File: src/logic/acl_pkg.sv
// Shared types and constants for the alarm channel output logic
package acl_pkg;
  localparam int unsigned CLK_HZ = 20000000;
  localparam int unsigned TICK_MS = 100;
  localparam int unsigned TICK_CYCLES = CLK_HZ / 1000 * TICK_MS;
  localparam int NCH = 4;
  localparam int NSRC = 4;
  localparam int VW = 16;
  localparam int TW = 10;
  localparam int SW = 2;
  localparam logic [TW-1:0] TIMER_ZERO = 10'h000;
  localparam logic [TW:0] TIMER_STEP = 11'h001;

  typedef enum logic [2:0] {
    ACL_MODE_HIGH = 3'h0,
    ACL_MODE_LOW = 3'h1,
    ACL_MODE_PUMP_HIGH = 3'h2,
    ACL_MODE_PUMP_LOW = 3'h3,
    ACL_MODE_IN_BAND = 3'h4,
    ACL_MODE_OUT_BAND = 3'h5,
    ACL_MODE_ONE_SHOT_HIGH = 3'h6,
    ACL_MODE_ONE_SHOT_LOW = 3'h7
  } acl_mode_t;

  typedef enum logic [1:0] {
    ACL_COL_OFF = 2'h0,
    ACL_COL_GREEN = 2'h1,
    ACL_COL_RED = 2'h2,
    ACL_COL_YELLOW = 2'h3
  } acl_colour_t;

  typedef enum logic [5:0] {
    ACL_ST_IDLE = 6'h01,
    ACL_ST_ON_WAIT = 6'h02,
    ACL_ST_ACTIVE = 6'h04,
    ACL_ST_PULSE_OFF = 6'h08,
    ACL_ST_OFF_WAIT = 6'h10,
    ACL_ST_SHOT_DONE = 6'h20
  } acl_state_t;

  // Single-limit modes use set_h as the one set point
  typedef struct packed {
    acl_mode_t mode;
    logic [SW-1:0] src;
    logic [VW-1:0] set_h;
    logic [VW-1:0] set_l;
    logic [VW-1:0] hyst;
    logic [TW-1:0] trip_delay;
    logic [TW-1:0] off_delay;
    logic [TW-1:0] pulse;
    logic energise;
    acl_colour_t colour;
  } acl_cfg_t;

  typedef struct packed {
    acl_state_t state;
    logic [TW-1:0] timer;
    logic relay;
    acl_colour_t led;
  } acl_chan_t;
endpackage

File: src/logic/acl_cond.sv
// Set point comparison with hysteresis for one channel
`timescale 1ns/1ns
module acl_cond (
  // Clock and reset
  input wire logic clk,
  input wire logic rstn,
  // Compared value and channel setup
  input wire logic [acl_pkg::VW-1:0] value,
  input wire acl_pkg::acl_cfg_t cfg,
  // Registered alarm condition
  output logic cond
);
  typedef struct packed {
    logic cond;
  } acl_cond_st_t;

  acl_cond_st_t st;
  acl_cond_st_t next_st;

  // Two extra bits so set point plus or minus a full hysteresis cannot wrap
  function automatic logic signed [acl_pkg::VW+1:0] ext(
    input logic [acl_pkg::VW-1:0] x
  );
    ext = {x[acl_pkg::VW-1], x[acl_pkg::VW-1], x};
  endfunction

  logic signed [acl_pkg::VW+1:0] v;
  logic signed [acl_pkg::VW+1:0] sh;
  logic signed [acl_pkg::VW+1:0] sl;
  logic signed [acl_pkg::VW+1:0] hy;

  always_comb begin
    v = ext(value);
    sh = ext(cfg.set_h);
    sl = ext(cfg.set_l);
    hy = $signed({2'b00, cfg.hyst});
    next_st = st;
    case (cfg.mode)
      acl_pkg::ACL_MODE_HIGH, acl_pkg::ACL_MODE_ONE_SHOT_HIGH: begin
        if (v >= sh) begin
          next_st.cond = 1'b1;
        end else if (v < sh - hy) begin
          next_st.cond = 1'b0;
        end
      end
      acl_pkg::ACL_MODE_LOW, acl_pkg::ACL_MODE_ONE_SHOT_LOW: begin
        if (v < sh) begin
          next_st.cond = 1'b1;
        end else if (v >= sh + hy) begin
          next_st.cond = 1'b0;
        end
      end
      acl_pkg::ACL_MODE_PUMP_HIGH: begin
        if (v >= sh) begin
          next_st.cond = 1'b1;
        end else if (v < sl) begin
          next_st.cond = 1'b0;
        end
      end
      acl_pkg::ACL_MODE_PUMP_LOW: begin
        if (v <= sl) begin
          next_st.cond = 1'b1;
        end else if (v >= sh) begin
          next_st.cond = 1'b0;
        end
      end
      acl_pkg::ACL_MODE_IN_BAND: begin
        next_st.cond = (v >= sl) && (v <= sh);
      end
      acl_pkg::ACL_MODE_OUT_BAND: begin
        next_st.cond = (v < sl) || (v > sh);
      end
      default: begin
        next_st.cond = 1'b0;
      end
    endcase
  end

  always_ff @(posedge clk) begin
    if (!rstn) begin
      st <= '0;
    end else begin
      st <= next_st;
    end
  end

  assign cond = st.cond;
endmodule

File: src/logic/acl_tick.sv
// Divider that makes the 0.1 s tick enable
`timescale 1ns/1ns
module acl_tick #(
  parameter int unsigned TICK_CYCLES = acl_pkg::TICK_CYCLES
) (
  // Clock and reset
  input wire logic clk,
  input wire logic rstn,
  // Tick enable, one cycle wide
  output logic tick
);
  localparam int CW = (TICK_CYCLES > 1) ? $clog2(TICK_CYCLES) : 1;
  localparam logic [CW-1:0] LAST = CW'(TICK_CYCLES - 1);
  localparam logic [CW-1:0] ONE = CW'(1);

  typedef struct packed {
    logic [CW-1:0] count;
    logic tick;
  } acl_tick_st_t;

  acl_tick_st_t st;
  acl_tick_st_t next_st;

  always_comb begin
    next_st = st;
    next_st.tick = 1'b0;
    if (st.count == LAST) begin
      next_st.count = '0;
      next_st.tick = 1'b1;
    end else begin
      next_st.count = st.count + ONE;
    end
  end

  always_ff @(posedge clk) begin
    if (!rstn) begin
      st <= '0;
    end else begin
      st <= next_st;
    end
  end

  assign tick = st.tick;
endmodule

File: src/logic/acl_top.sv
// Alarm channels: delays, pulsing, relay polarity, LEDs, display colour
`timescale 1ns/1ns
// Operation
// Highest tripped channel picks display colour (code: highest channel with LED lit, yellow on-delay included)
// No alarm shows default display colour
// Per channel relay polarity on alarm
// Zero hysteresis clears just outside limit
// High alarm clears below set minus hysteresis
// Relay trips after continuous on-delay
// Yellow during on-delay, red when tripped (code: one-shot modes keep the LED off during on-delay)
// Cycle active pulse, inactive on-delay
// Cycling LED yellow inactive, red active
// One-shot modes give one delayed pulse
// Relay releases after off-delay elapses
// LED red to off on release
// Mode selects dual or single set points
// Per channel measurement source selector
// High alarm at value at or above
// LED off when idle
// One-shot LED red only during pulse
// Timers count 0.1 s tick, reset idle
// Zero pulse duration disables cycling
module acl_top #(
  parameter int NCH = acl_pkg::NCH,
  parameter int unsigned TICK_CYCLES = acl_pkg::TICK_CYCLES
) (
  // Clock and reset
  input wire logic clk,
  input wire logic rstn,
  // Measurements and setup
  input wire logic [acl_pkg::NSRC-1:0][acl_pkg::VW-1:0] meas,
  input wire acl_pkg::acl_cfg_t [NCH-1:0] cfg,
  input wire acl_pkg::acl_colour_t default_colour,
  // Relay coils, status LEDs, display colour
  output logic [NCH-1:0] relay_coil,
  output acl_pkg::acl_colour_t [NCH-1:0] status_led,
  output acl_pkg::acl_colour_t display_colour
);
  typedef struct packed {
    acl_pkg::acl_chan_t [NCH-1:0] ch;
    logic [NCH-1:0] coil;
    acl_pkg::acl_colour_t disp;
  } acl_top_st_t;

  acl_top_st_t st;
  acl_top_st_t next_st;
  logic tick;
  logic [NCH-1:0] cond;

  // The first tick after entry may come at once, so it only starts the
  // count; the programmed time then never runs short, at most a tick long
  function automatic logic reached(
    input logic [acl_pkg::TW-1:0] t,
    input logic [acl_pkg::TW-1:0] lim
  );
    reached = t >= lim;
  endfunction

  function automatic logic [acl_pkg::TW-1:0] bump(
    input logic [acl_pkg::TW-1:0] t
  );
    logic [acl_pkg::TW:0] s;
    s = {1'b0, t} + acl_pkg::TIMER_STEP;
    bump = s[acl_pkg::TW-1:0];
  endfunction

  function automatic logic is_shot(input acl_pkg::acl_mode_t m);
    is_shot = (m == acl_pkg::ACL_MODE_ONE_SHOT_HIGH) ||
              (m == acl_pkg::ACL_MODE_ONE_SHOT_LOW);
  endfunction

  acl_tick #(
    .TICK_CYCLES(TICK_CYCLES)
  ) u_tick (
    .clk(clk),
    .rstn(rstn),
    .tick(tick)
  );

  for (genvar g = 0; g < NCH; g++) begin : gen_cond
    acl_cond u_cond (
      .clk(clk),
      .rstn(rstn),
      .value(meas[cfg[g].src]),
      .cfg(cfg[g]),
      .cond(cond[g])
    );
  end

  always_comb begin
    acl_pkg::acl_chan_t c;
    acl_pkg::acl_cfg_t k;
    logic any;
    c = '0;
    k = '0;
    any = 1'b0;
    next_st = st;
    next_st.disp = default_colour;
    for (int i = 0; i < NCH; i++) begin
      c = st.ch[i];
      k = cfg[i];
      case (c.state)
        acl_pkg::ACL_ST_IDLE: begin
          c.timer = acl_pkg::TIMER_ZERO;
          if (cond[i]) begin
            if (k.trip_delay == acl_pkg::TIMER_ZERO) begin
              c.state = acl_pkg::ACL_ST_ACTIVE;
            end else begin
              c.state = acl_pkg::ACL_ST_ON_WAIT;
            end
          end
        end
        acl_pkg::ACL_ST_ON_WAIT: begin
          // Any dropout restarts the delay from zero
          if (!cond[i]) begin
            c.state = acl_pkg::ACL_ST_IDLE;
          end else if (tick) begin
            if (reached(c.timer, k.trip_delay)) begin
              c.state = acl_pkg::ACL_ST_ACTIVE;
              c.timer = acl_pkg::TIMER_ZERO;
            end else begin
              c.timer = bump(c.timer);
            end
          end
        end
        acl_pkg::ACL_ST_ACTIVE: begin
          if (is_shot(k.mode)) begin
            // The single pulse runs its full length once started
            if (k.pulse == acl_pkg::TIMER_ZERO) begin
              c.state = acl_pkg::ACL_ST_SHOT_DONE;
            end else if (tick) begin
              if (reached(c.timer, k.pulse)) begin
                c.state = acl_pkg::ACL_ST_SHOT_DONE;
                c.timer = acl_pkg::TIMER_ZERO;
              end else begin
                c.timer = bump(c.timer);
              end
            end
          end else if (!cond[i]) begin
            c.timer = acl_pkg::TIMER_ZERO;
            if (k.off_delay == acl_pkg::TIMER_ZERO) begin
              c.state = acl_pkg::ACL_ST_IDLE;
            end else begin
              c.state = acl_pkg::ACL_ST_OFF_WAIT;
            end
          end else if (k.pulse != acl_pkg::TIMER_ZERO && tick) begin
            if (reached(c.timer, k.pulse)) begin
              c.timer = acl_pkg::TIMER_ZERO;
              // With no on-delay the inactive phase is empty
              if (k.trip_delay != acl_pkg::TIMER_ZERO) begin
                c.state = acl_pkg::ACL_ST_PULSE_OFF;
              end
            end else begin
              c.timer = bump(c.timer);
            end
          end
        end
        acl_pkg::ACL_ST_PULSE_OFF: begin
          if (!cond[i]) begin
            c.state = acl_pkg::ACL_ST_IDLE;
            c.timer = acl_pkg::TIMER_ZERO;
          end else if (tick) begin
            if (reached(c.timer, k.trip_delay)) begin
              c.state = acl_pkg::ACL_ST_ACTIVE;
              c.timer = acl_pkg::TIMER_ZERO;
            end else begin
              c.timer = bump(c.timer);
            end
          end
        end
        acl_pkg::ACL_ST_OFF_WAIT: begin
          if (cond[i]) begin
            c.state = acl_pkg::ACL_ST_ACTIVE;
            c.timer = acl_pkg::TIMER_ZERO;
          end else if (tick) begin
            if (reached(c.timer, k.off_delay)) begin
              c.state = acl_pkg::ACL_ST_IDLE;
              c.timer = acl_pkg::TIMER_ZERO;
            end else begin
              c.timer = bump(c.timer);
            end
          end
        end
        acl_pkg::ACL_ST_SHOT_DONE: begin
          // Re-arms only once the condition has gone away
          c.timer = acl_pkg::TIMER_ZERO;
          if (!cond[i]) begin
            c.state = acl_pkg::ACL_ST_IDLE;
          end
        end
        default: begin
          c.state = acl_pkg::ACL_ST_IDLE;
          c.timer = acl_pkg::TIMER_ZERO;
        end
      endcase
      c.relay = (c.state == acl_pkg::ACL_ST_ACTIVE) ||
                (c.state == acl_pkg::ACL_ST_OFF_WAIT);
      case (c.state)
        acl_pkg::ACL_ST_ACTIVE, acl_pkg::ACL_ST_OFF_WAIT: begin
          c.led = acl_pkg::ACL_COL_RED;
        end
        acl_pkg::ACL_ST_ON_WAIT, acl_pkg::ACL_ST_PULSE_OFF: begin
          // One-shot modes stay dark until the pulse itself starts
          if (is_shot(k.mode)) begin
            c.led = acl_pkg::ACL_COL_OFF;
          end else begin
            c.led = acl_pkg::ACL_COL_YELLOW;
          end
        end
        default: begin
          c.led = acl_pkg::ACL_COL_OFF;
        end
      endcase
      // De-energise on alarm keeps the unpowered contact state
      next_st.coil[i] = k.energise ? c.relay : ~c.relay;
      next_st.ch[i] = c;
      if (c.led != acl_pkg::ACL_COL_OFF) begin
        next_st.disp = k.colour;
        any = 1'b1;
      end
    end
    if (!any) begin
      next_st.disp = default_colour;
    end
  end

  always_ff @(posedge clk) begin
    if (!rstn) begin
      st.ch <= '0;
      for (int i = 0; i < NCH; i++) begin
        st.ch[i].state <= acl_pkg::ACL_ST_IDLE;
      end
      // Coils idle de-energised; polarity takes effect one cycle later
      st.coil <= '0;
      st.disp <= acl_pkg::ACL_COL_OFF;
    end else begin
      st <= next_st;
    end
  end

  always_comb begin
    for (int i = 0; i < NCH; i++) begin
      status_led[i] = st.ch[i].led;
    end
  end

  assign relay_coil = st.coil;
  assign display_colour = st.disp;
endmodule
File: config.mk
export PLATFORM = sky130hd
export DESIGN_NAME = acl_top
export DESIGN_NICKNAME = d
export VERILOG_FILES = /design/src/logic/acl_pkg.sv /design/src/logic/acl_cond.sv /design/src/logic/acl_tick.sv /design/src/logic/acl_top.sv
export SDC_FILE = /design/constraint.sdc
export NUM_CORES = 1
export LEC_CHECK = 0
export ABC_AREA = 1
export BUFFER_PORTS_ARGS = -buffer_cell sky130_fd_sc_hd__buf_2
export CAP_MARGIN = 20
export CELL_PAD_IN_SITES_DETAIL_PLACEMENT = 0
export CELL_PAD_IN_SITES_GLOBAL_PLACEMENT = 1
export CORE_AREA = 2 2 285 231
export CTS_BUF_LIST = sky130_fd_sc_hd__clkbuf_8 sky130_fd_sc_hd__clkbuf_16
export CTS_CLUSTER_DIAMETER = 150
export CTS_CLUSTER_SIZE = 16
export DETAILED_ROUTE_END_ITERATION = 12
export DIE_AREA = 0 0 287 233
export GPL_ROUTABILITY_DRIVEN = 0
export GPL_TIMING_DRIVEN = 0
export HOLD_SLACK_MARGIN = 0.06
export PLACE_DENSITY_LB_ADDON = 0.2
export SLEW_MARGIN = 10
export SYNTH_ARGS = -nofsm -noshare
export SYNTH_HDL_FRONTEND = slang
export SYNTH_HIERARCHICAL = 1
export SYNTH_SLANG_ARGS = --single-unit
File: constraint.sdc
create_clock -name clk -period 4.4 [get_ports clk]
set_input_delay 0.88 -clock clk [delete_from_list [all_inputs] [get_ports clk]]
set_output_delay 0.88 -clock clk [all_outputs]
set_load 0.02 [all_outputs]
==> metrics.txt <==
outcome=completed; post-synthesis net count=5142; CORE AREA=0.06376 mm²; Die ar.=0.06687 mm²; Worst-path clk slew=0.09 ns; clock sinks=104; vias in the first global route=25690; Warnings, synthesis=6; Worst Hold Class=flop to flop; Synth area leaders=ha_1 25%, nand2_1 12%, inv_1 9.8%; Worst-Skew Late Latency=0.39 ns; TritonCTS clock tree=done; Ports=426; Yosys cell types=75; Worst setup SP type=input pin; area added between synthesis and finish=13.91%; fillers=6954; DRT antenna net count=0; FF+latch count, synth=104; Crit Path Category=input pin to flop; fmax=0.2370 GHz; layout cells sized above 1=15.04%; area share of the largest cell type after synthesis=25.19%; # DRC=0; final setup violation count=0; Crit Path Max Fanout=5; Nets=5581; EDFF count, synth=0; final global-route overflow total=0; # rows=83; overall routing resource usage=26.63%; worst vdd ir=0.0001858 V; Max-slew headroom=27.42%; H-tree levels=3; First-pass DRT Iterations=6; via count=28500; total power=5.599 mW; register area share after synthesis=7.984%; cts bufs inserted=9; Final Slew Violations=0; drt via density=5.171; final cell utilization of the core=46.59%; WP data arrival=4.50 ns; MaxCap Viol Count=0; Clock Skew=0.02040 ns; Post-DP HPWL=79450 µm; die height=233 µm; overall routed net length=92340 µm; Synth Flop Type=dfxtp_1; clock root cell=clkbuf_16; wire per inst=16.75 µm; Die Wd=287 µm; initial antenna violation count=33; Synth area leader=ha_1; ys async rst share=0%; Initial Utilization=40.90%; CTS Hold Buffers Added=0; CTS max path bufs=2; Final WS setup=0.1802 ns; Critical Path Sink Type=flop; I/O Buffers=425; Post-Syn Area=0.02608 mm²; per-instance average area after synthesis=6.213 µm²; first-pass GRT wire length=140400 µm; detailed router's first-iteration violation count=2171; Worst EP required=4.68 ns; Power Density=188.5 mW/mm²; largest net degree at the start of global routing=22; measured slew at the worst slew-check pin=1.089 ns; fin crit share=95.90%; crit path time final=4.220 ns; count of final hold-check violations=0; Synth Instances=4197; leak pwr=16.13 nW; pre-CTS setup slack=-0.2319 ns
cell usage after synthesis (all sizes together) (3+ instances only):
cell type  number
nand2         865
inv           707
ha            525
nor2          513
a21oi         363
o21ai         265
nand3         200
xor2          140
dfxtp         104
nand4          80
o22ai          75
nor3           53
clkbuf         47
buf            45
o31ai          24
a21o           22
nor4           22
o21bai         18
o211ai         16
xnor2          15
o21a           13
a21boi         11
nand3b         11
o2111ai        10
fa              8
clkinv          7
a31oi           6
a211oi          4
o2bb2ai         4
and2            3
o211a           3
o221ai          3
logic make-up (layout without fill, tap and decap cells):
family | Yosys count | count (layout) | share of synthesized area (%)
AND/OR/NAND/NOR | 1752 | 1752 | 29.17
other | 0 | 21 | 0
flip-flops | 104 | 104 | 7.984
buffers and inverters | 806 | 1250 | 12.37
adder cells (fa/ha/maj) | 533 | 533 | 25.80
XOR/XNOR | 155 | 155 | 5.264
AO/OA/AOI/OAI | 847 | 847 | 19.41
layer usage:
layer | global-route usage, % | part of all wire [%] | vias up
li1 | - | - | 14750
met1 | 39.85 | 50 | 12730
met2 | 39.64 | 41 | 918
met3 | 5.020 | 8.5 | 97
met4 | 3.955 | 1.3 | 10
met5 | 0 | 0.062 | -
flip-flops by register name, indices dropped and copies added, names as in the netlist:
signal and flops:
status_led 8, relay_coil 4, display_colour 2, st 64
u_tick/tick 1, u_tick/st 21, gen_cond.u_cond/cond 4
repair_timing:
action | in CTS | in global routing
endpoints found under the setup margin | 0 | 1
resized for setup | 0 | 13
setup buffers | 0 | 2
path summary, 6_finish.rpt:
check | start | slack, ns | depth (start not counted) | endpoint
worst min register to register | u_tick/st[1]$_SDFF_PP0_ | 0.47 | 1 | u_tick/st[1]$_SDFF_PP0_
worst min-delay path | u_tick/st[1]$_SDFF_PP0_ | 0.47 | 1 | u_tick/st[1]$_SDFF_PP0_
worst max register to register | st[48]$_SDFFE_PN0P_ | 1.55 | 16 | display_colour[0]$_SDFF_PN0_
worst max-delay path | cfg[293] | 0.18 | 25 | gen_cond[3].u_cond/cond$_SDFFE_PN0P_
cell type report:
class | instances | area [µm²] | area share (%)
multi-input combinational | 3287 | 20820 | 70.09
inverter | 714 | 2680 | 9.022
timing repair buffer | 428 | 2150 | 7.236
sequential | 104 | 2082 | 7.009
tap | 850 | 1064 | 3.580
buffer | 92 | 545.5 | 1.836
clock buffer | 9 | 225.2 | 0.7582
clock inverter | 7 | 86.33 | 0.2906
antenna | 21 | 52.55 | 0.1769
critical path: stages:
cell      delay (ns)
buf_2           0.09
inv_1           0.04
ha_1            0.37
a21oi_1         0.23
o21ai_1         0.19
a211oi_4        0.47
o21bai_2        0.15
nand3_2         0.09
nand2_2         0.06
nand2_1         0.06
nand2_1         0.04
nand2_1         0.05
inv_1           0.04
ha_1            0.42
nand2_1         0.15
nor2_4          0.15
nand2_1         0.08
inv_2           0.10
nand4_1         0.18
nand4_1         0.15
nand2_1         0.06
nand3_1         0.10
nand4_1         0.08
nor2_1          0.20
nor2_1          0.06
stage by stage:
| stage | hold slack (ns) | instance area, µm² | TNS (ns) | instances |
|---|---|---|---|---|
| 6_report | 0.4718 | 29700 | 0 | 5512 |
| 2_1_floorplan | 0.4299 | 26080 | 0 | 4197 |
| 3_3_place_gp | 0.4451 | 29270 | -0.2814 | 5472 |
| 5_1_grt | 0.4989 | 29670 | -0.009935 | 5498 |
| 3_5_place_dp | 0.4561 | 29270 | -0.2632 | 5472 |
| 4_1_cts | 0.4746 | 29580 | 0 | 5488 |
cells in the final DEF, fill, tap and decap left out, types with 8 or more instances in the layout:
cell type / n
o22ai_1: 74
inv_2: 28
nor3_1: 45
nor2_4: 8
a21oi_1: 343
ha_1: 524
diode_2: 21
nand2_2: 28
a21oi_2: 17
nor2_1: 474
clkbuf_16: 9
nand4_1: 75
o21a_1: 13
clkbuf_1: 40
xnor2_1: 15
nand3_2: 8
o31ai_1: 21
nand3_1: 191
o21ai_2: 24
o21ai_0: 222
xor2_1: 138
dfxtp_1: 104
a21o_1: 21
nor4_1: 18
o211ai_1: 13
buf_2: 446
nor2_2: 31
inv_1: 679
nand2_1: 836
o2111ai_1: 10
nand3b_1: 11
buf_4: 20
o21bai_1: 13
o21ai_1: 18
where the power goes:
group | total, mW | switching [mW] | leakage, nW | internal [mW]
registers | 1.04 | 0.0515 | 0.843 | 0.990
clock network | 0.870 | 0.461 | 0.151 | 0.409
logic | 3.69 | 2.33 | 15.1 | 1.36
Note: power is estimated with default switching activity, not from simulation.
